`config.mk`:
```
export PLATFORM = sky130hd
export DESIGN_NAME = spwm_top
export DESIGN_NICKNAME = d
export VERILOG_FILES = /design/src/design/spwm_pkg.sv /design/src/design/spwm_busdiv.sv /design/src/design/spwm_top.sv
export VERILOG_INCLUDE_DIRS = /design/src /design/src/design
export SDC_FILE = /design/constraint.sdc
export NUM_CORES = 1
export LEC_CHECK = 0
export BUFFER_PORTS_ARGS = -buffer_cell sky130_fd_sc_hd__buf_2
export CAP_MARGIN = 20
export CORE_ASPECT_RATIO = 1.25
export CORE_MARGIN = 2
export CORE_UTILIZATION = 30
export DETAILED_ROUTE_END_ITERATION = 10
export SYNTH_ARGS = -nofsm -noshare
export SYNTH_HDL_FRONTEND = slang
export SYNTH_SLANG_ARGS = --single-unit
```
`constraint.sdc`:
```
create_clock -name mclk -period 2.3 [get_ports mclk]
set_clock_uncertainty 0.2 [all_clocks]
set_input_delay 0.46 -clock mclk [delete_from_list [all_inputs] [get_ports mclk]]
set_output_delay 0.46 -clock mclk [all_outputs]
set_load 0.01 [all_outputs]
```
`src/design/spwm_consts.svh`:
```
// Constants of the six-bit pulse modulator and its control register.
// Assumes an 8-bit CPU bus with byte addresses and a 10 MHz oscillator clock.
`ifndef SPWM_CONSTS_SVH
`define SPWM_CONSTS_SVH

`define SPWM_ADDR_DUTY    8'h20
`define SPWM_ADDR_MISC    8'h21
`define SPWM_MISC_SPEED   1
`define SPWM_MISC_ENABLE  0
`define SPWM_DIV_SLOW     6'h27
`define SPWM_DIV_FAST     6'h04
`define SPWM_PERIOD_LAST  6'h3f
`define SPWM_ZERO6        6'h00

`endif

```
`src/design/spwm_pkg.sv`:
```
// Types of the six-bit pulse modulator.
// Assumes the constants header is compiled alongside.
package spwm_pkg;
  typedef logic [7:0] spwm_byte_t;
  typedef logic [5:0] spwm_cnt_t;
endpackage

```
`src/design/spwm_busdiv.sv`:
```
// Bus-cycle enable divider for the pulse modulator.
// Assumes a free-running oscillator clock; a stopped clock freezes all state.
`timescale 1ns/100ps
`include "spwm_consts.svh"
module spwm_busdiv (
  // Clock and reset
  input  wire logic             mclk,
  input  wire logic             rst_b,
  // Control
  input  wire logic             slow,
  // Enable out
  output logic                  bus_tick
);
  import spwm_pkg::*;

  typedef struct packed {
    spwm_cnt_t cnt;
    logic      tick;
  } spwm_div_st_t;

  spwm_div_st_t st;
  spwm_div_st_t next_st;

  always_comb begin
    next_st = st;
    next_st.tick = 1'b0;
    // Divide by 40 or 5 from the oscillator
    if (st.cnt >= (slow ? `SPWM_DIV_SLOW : `SPWM_DIV_FAST)) begin
      next_st.cnt  = `SPWM_ZERO6;
      next_st.tick = 1'b1;
    end else begin
      next_st.cnt = st.cnt + 6'h01;
    end
  end

  always_ff @(posedge mclk) begin
    if (!rst_b) begin
      st <= '0;
    end else begin
      st <= next_st;
    end
  end

  assign bus_tick = st.tick;
endmodule

```
`src/design/spwm_top.sv`:
```
// Six-bit pulse modulator with the miscellaneous control register.
// Assumes a synchronous CPU byte bus on mclk; a stopped mclk is stop mode.
`timescale 1ns/100ps
`include "spwm_consts.svh"
module spwm_top (
  // Clock and reset
  input  wire logic             mclk,
  input  wire logic             rst_b,
  // CPU bus
  input  wire logic [7:0]       cpu_addr,
  input  wire spwm_pkg::spwm_byte_t cpu_wdata,
  input  wire logic             cpu_wr,
  input  wire logic             cpu_rd,
  output spwm_pkg::spwm_byte_t  cpu_rdata,
  // Port logic for the shared pin
  input  wire logic             port_c_bit_seven_out,
  input  wire logic             port_c_bit_seven_oe_b,
  // Shared pin
  output logic                  pin_out,
  output logic                  pin_oe_b,
  // Bus rate enable
  output logic                  bus_tick
);
  import spwm_pkg::*;

  // ****************************************
  // State
  // ****************************************
  typedef struct packed {
    spwm_byte_t duty_hold;
    spwm_byte_t pulse_duty_value;
    logic       pulse_unit_enable;
    logic       speed;
    spwm_cnt_t  cnt;
    logic       sync_low;
    logic       wave;
    spwm_byte_t rdata;
    logic       pout;
    logic       poe_b;
  } spwm_st_t;

  spwm_st_t st;
  spwm_st_t next_st;
  logic     tick;

  // Bus cycles run during wait; a stopped mclk or a low rst_b halts them
  spwm_busdiv u_div (
    .mclk     (mclk),
    .rst_b    (rst_b),
    .slow     (st.speed),
    .bus_tick (tick)
  );

  // ****************************************
  // Next state
  // ****************************************
  always_comb begin
    next_st = st;
    // Modulator clocked only while enabled
    if (st.pulse_unit_enable && tick) begin
      if (st.sync_low) begin
        next_st.sync_low = 1'b0;
        next_st.wave     = 1'b0;
        next_st.cnt      = `SPWM_ZERO6;
      end else begin
        next_st.cnt = st.cnt + 6'h01;
        if (st.cnt == `SPWM_PERIOD_LAST) begin
          next_st.pulse_duty_value = st.duty_hold;
          next_st.wave = (st.duty_hold[5:0] != `SPWM_ZERO6);
        end else if (next_st.cnt == st.pulse_duty_value[5:0]) begin
          next_st.wave = 1'b0;
        end else if (st.cnt == `SPWM_ZERO6 && st.wave == 1'b0
                     && st.pulse_duty_value[5:0] != `SPWM_ZERO6
                     && next_st.cnt == 6'h01) begin
          next_st.wave = 1'b1;
        end
      end
    end
    if (cpu_wr) begin
      case (cpu_addr)
        `SPWM_ADDR_DUTY: begin
          next_st.duty_hold = cpu_wdata;
          if (!st.pulse_unit_enable) begin
            next_st.pulse_duty_value = cpu_wdata;
          end
        end
        `SPWM_ADDR_MISC: begin
          next_st.speed = cpu_wdata[`SPWM_MISC_SPEED];
          next_st.pulse_unit_enable = cpu_wdata[`SPWM_MISC_ENABLE];
          if (cpu_wdata[`SPWM_MISC_ENABLE] && !st.pulse_unit_enable) begin
            next_st.sync_low = 1'b1;
            next_st.wave     = 1'b0;
          end
        end
        default: begin
        end
      endcase
    end
    next_st.rdata = 8'h00;
    if (cpu_rd) begin
      case (cpu_addr)
        `SPWM_ADDR_DUTY: next_st.rdata = st.pulse_duty_value;
        `SPWM_ADDR_MISC: begin
          next_st.rdata[`SPWM_MISC_SPEED]  = st.speed;
          next_st.rdata[`SPWM_MISC_ENABLE] = st.pulse_unit_enable;
        end
        default: next_st.rdata = 8'h00;
      endcase
    end
    // Pin handover between modulator and port logic
    if (next_st.pulse_unit_enable) begin
      next_st.pout  = next_st.wave;
      next_st.poe_b = 1'b0;
    end else begin
      next_st.pout  = port_c_bit_seven_out;
      next_st.poe_b = port_c_bit_seven_oe_b;
    end
  end

  // ****************************************
  // Registers
  // ****************************************
  always_ff @(posedge mclk) begin
    if (!rst_b) begin
      st       <= '0;
      st.poe_b <= 1'b1;
    end else begin
      st <= next_st;
    end
  end

  assign cpu_rdata = st.rdata;
  assign pin_out   = st.pout;
  assign pin_oe_b  = st.poe_b;
  assign bus_tick  = tick;
endmodule

```
==> flow_metrics.env <==
export IMPL_status="finished, final reports clean"
export IMPL_relSlewSlack_pct=78.03
export IMPL_finalSetupViolCount=0
export IMPL_grt_start_max_net_pins=18
export IMPL_routed_wl_um=4157
export IMPL_critPathArrivalTime_ns=2.12
export IMPL_final_cells=346
export IMPL_antenna_found_initial=0
export IMPL_drv_cap=0
export IMPL_grt_pass1_wl_um=7079
export IMPL_slew_violations=0
export IMPL_core_area_um2=6849
export IMPL_ios=33
export IMPL_finalCritPeriodShare_pct=93.45
export IMPL_power_switching_uw=307.0
export IMPL_cts_tree="built"
export IMPL_htreeDepth=2
export IMPL_ant_nets=0
export IMPL_crit_cells=5
export IMPL_netlist_area_um2=2098
export IMPL_grt_pass1_vias=1595
export IMPL_dr_pass1_iters=4
export IMPL_p_leak_uw=0.0009883
export IMPL_r2r_end="pin_out"
export IMPL_avgSynthCellArea_um2=9.409
export IMPL_overflow=0
export IMPL_synth_seq_cells=43
export IMPL_synth_mux_area_share_pct=9.600
export IMPL_cts_root_buf="clkbuf_8"
export IMPL_synthDistinctLibCells=50
export IMPL_rr_startpoint="st[12]"
export IMPL_rrSetupSlack_ns=0.15
export IMPL_hold_buffers=0
export IMPL_ys_warn_count=0
export IMPL_synth_seq_area_share_pct=41.03
export IMPL_timing_final_crit_period_ns=2.149
export IMPL_path_buf_inv=0
export IMPL_start_util_pct=30.64
export IMPL_power_density_nw_per_um2=581.7
export IMPL_hold_path_class="in2reg"
export IMPL_cts_made_buffers=5
export IMPL_vdd_drop_max_uv=367.9
export IMPL_p_comb_share_pct=5.3
export IMPL_dp_hpwl_um=3187
export IMPL_path_delay_family="simple AND/OR/NAND/NOR gates"
export IMPL_worst_slew_pin_slew_ns=0.3291
export IMPL_synth_compound_area_share_pct=11.81
export IMPL_critical_path_max_stage_delay_ns=0.45
export IMPL_drtIter0Drc=25
export IMPL_p_int_uw=1115
export IMPL_worstSetupPathType="reg2reg"
export IMPL_crit_start="st[12]"
export IMPL_yosys_area_share_adder_pct=3.578
export IMPL_clkTransAtPathRegs_ns=0.08
export IMPL_area_delta_synth_final_pct=16.46
export IMPL_cp_slowest_cell="dfxtp_1"
export IMPL_cts_sinks=43
export IMPL_layout_drive_gt1_share_pct=23.05
export IMPL_fmax_mhz=465.2
export IMPL_final_nets=283
export IMPL_cp_required_ns=2.27
export IMPL_synthArstFlopShare_pct=0
export IMPL_synth_simple_gate_area_share_pct=22.72
export IMPL_clkPwrFrac_pct=41.0
export IMPL_synth_nets=251
export IMPL_clockBufferDepth=2
export IMPL_antennaDiodeCount=0
export IMPL_vias=1661
export IMPL_start_kind="register"
export IMPL_worst_setup_path_end_kind="register"
export IMPL_wl_per_cell_um=12.01
export IMPL_path_cells="and4_1 -> a21boi_0 -> or3_1 -> a2111oi_4 -> o32ai_1"
export IMPL_synth_top_family_by_area="simple AND/OR/NAND/NOR gates"
export IMPL_grt_setup_unrepaired="no"
export IMPL_die_area_um2=7683
export IMPL_synth_xor_area_share_pct=3.757
export IMPL_power_frac_seq_pct=53.7
export IMPL_ff2ff_path_depth=5
export IMPL_die_x_um=78.80
export IMPL_rows=34
export IMPL_netlist_instances=223
export IMPL_hold_violations=0
export IMPL_die_h_um=97.51
export IMPL_port_buffers=32
export IMPL_path_max_fanout=7
export IMPL_synth_edff_count=0
export IMPL_dp_cells=338
export IMPL_swShare_pct=21.60
export IMPL_gp_congestion=0.8292
export IMPL_clk_latency_ns=0.29
export IMPL_grt_use_total_pct=11.42
export IMPL_final_setup_tns_ns=0
export IMPL_route_detailed_drc=0
export IMPL_cp_endpoint="pin_out"
export IMPL_synth_ff_type="dfxtp_1"
export IMPL_viasPerCell=4.801
==> cells in the mapped netlist (2+ instances only) <==
library cell,n,area share [%]
a211o_1,2,0.83
a211oi_1,8,2.9
clkbuf_1,2,0.36
nand3_1,6,1.4
xnor2_1,5,2.1
nor3_1,2,0.48
nor2_1,33,5.9
a31oi_1,2,0.60
and3_1,4,1.2
and2_1,7,2.1
nand2_1,6,1.1
a21oi_1,9,2.1
nand2b_1,3,0.89
ha_1,6,3.6
nor4_1,2,0.60
nor3b_1,4,1.4
buf_6,4,2.1
buf_2,3,0.72
o21ai_0,6,1.4
or3_1,3,0.89
inv_1,7,1.3
dfxtp_1,43,41
xor2_1,4,1.7
mux2i_1,19,9.1
buf_4,8,2.9
==> cell families (layout without fill, tap and decap cells) <==
kind of cell,after synthesis,in the layout
AO/OA/AOI/OAI,36,36
XOR/XNOR,9,9
adder cells (fa/ha/maj),6,6
buffers and inverters,25,58
flip-flops,43,43
multiplexers,20,20
AND/OR/NAND/NOR,84,84
==> worst reg2reg max path: stages, from the launching register on <==
cell	delay [ns]
dfxtp_1	0.45
and4_1	0.30
a21boi_0	0.13
or3_1	0.42
a2111oi_4	0.40
o32ai_1	0.14
==> power groups by stage <==
stage	Sequential [uW]	Clock [uW]	Combinational, uW
3_3_place_gp	781	0	76.6
6_report	763	583	75.2
4_1_cts	763	603	77.6
2_1_floorplan	780	0	36.9
3_5_place_dp	781	0	77.3
5_1_grt	765	641	86.0
==> state kept, by name, indices dropped and copies added, names as in the netlist <==
register / count
st: 26
cpu_rdata: 8
u_div.st: 6
pin_oe_b: 1
pin_out: 1
u_div.bus_tick: 1
==> worst min path at each step <==
stage            startpoint           end  slack (ns)  cells after the start
2_1_floorplan   u_div.st[1]   u_div.st[1]        0.23                      1
4_1_cts        cpu_wdata[3]        st[31]        0.21                      3
3_3_place_gp    u_div.st[1]   u_div.st[1]        0.24                      1
5_1_grt        cpu_wdata[6]        st[34]        0.23                      3
6_report       cpu_wdata[3]        st[31]        0.22                      3
3_5_place_dp         st[26]  cpu_rdata[6]        0.25                      1
==> repair_timing <==
action,4_1_cts,5_1_grt
setup buffers,0,0
setup endpoints to repair,0,2
resized for setup,0,1
==> layout by cell type (no fill, tap or decap), types with 2 or more instances in the layout <==
cell type   n
nand3_1     6
a31oi_1     2
nand2_1     6
buf_4      10
nor3b_1     4
buf_2      32
mux2i_1    19
and3_1      4
nor2_1     33
dfxtp_1    43
a211oi_1    8
o21ai_0     6
nor4_1      2
clkbuf_8    5
nor3_1      2
or3_1       3
xor2_1      4
a21oi_1     9
nand2b_1    3
inv_1       7
a211o_1     2
xnor2_1     5
ha_1        6
and2_1      7
==> cell type report <==
cell class              instances  area [um^2]
clock buffers                   5        68.82
clock inverters                 3        43.79
fillers                       695         4405
inverters                       8        30.03
multi-input cells             155         1092
flip-flops and latches         43        860.8
well taps                      90        112.6
repair buffers                 42        235.2
==> metrics by stage <==
stage	util, %	setup slack [ns]	hold slack (ns)	cell area (um^2)	total power, uW
after detailed placement	33.85	0.01885	0.2502	2318	858.1
after global routing	35.68	0.01480	0.2296	2444	1492
final	35.68	0.1506	0.2168	2444	1422
after floorplan	-	0.1563	0.2258	2098	816.9
after CTS	35.50	0.08679	0.2121	2431	1444
after global placement	33.85	0.04195	0.2411	2318	857.4
==> routing by layer <==
| metal | up-vias | GRT usage (%) | part of all wire [%] |
|---|---|---|---|
| met4 | 0 | 3.779 | 1.4 |
| met1 | 782 | 13.68 | 45 |
| met5 | - | 0 | 0 |
| li1 | 840 | - | - |
| met2 | 33 | 19.79 | 50 |
| met3 | 6 | 2.695 | 4.1 |
Note: power is estimated with default switching activity, not from simulation.
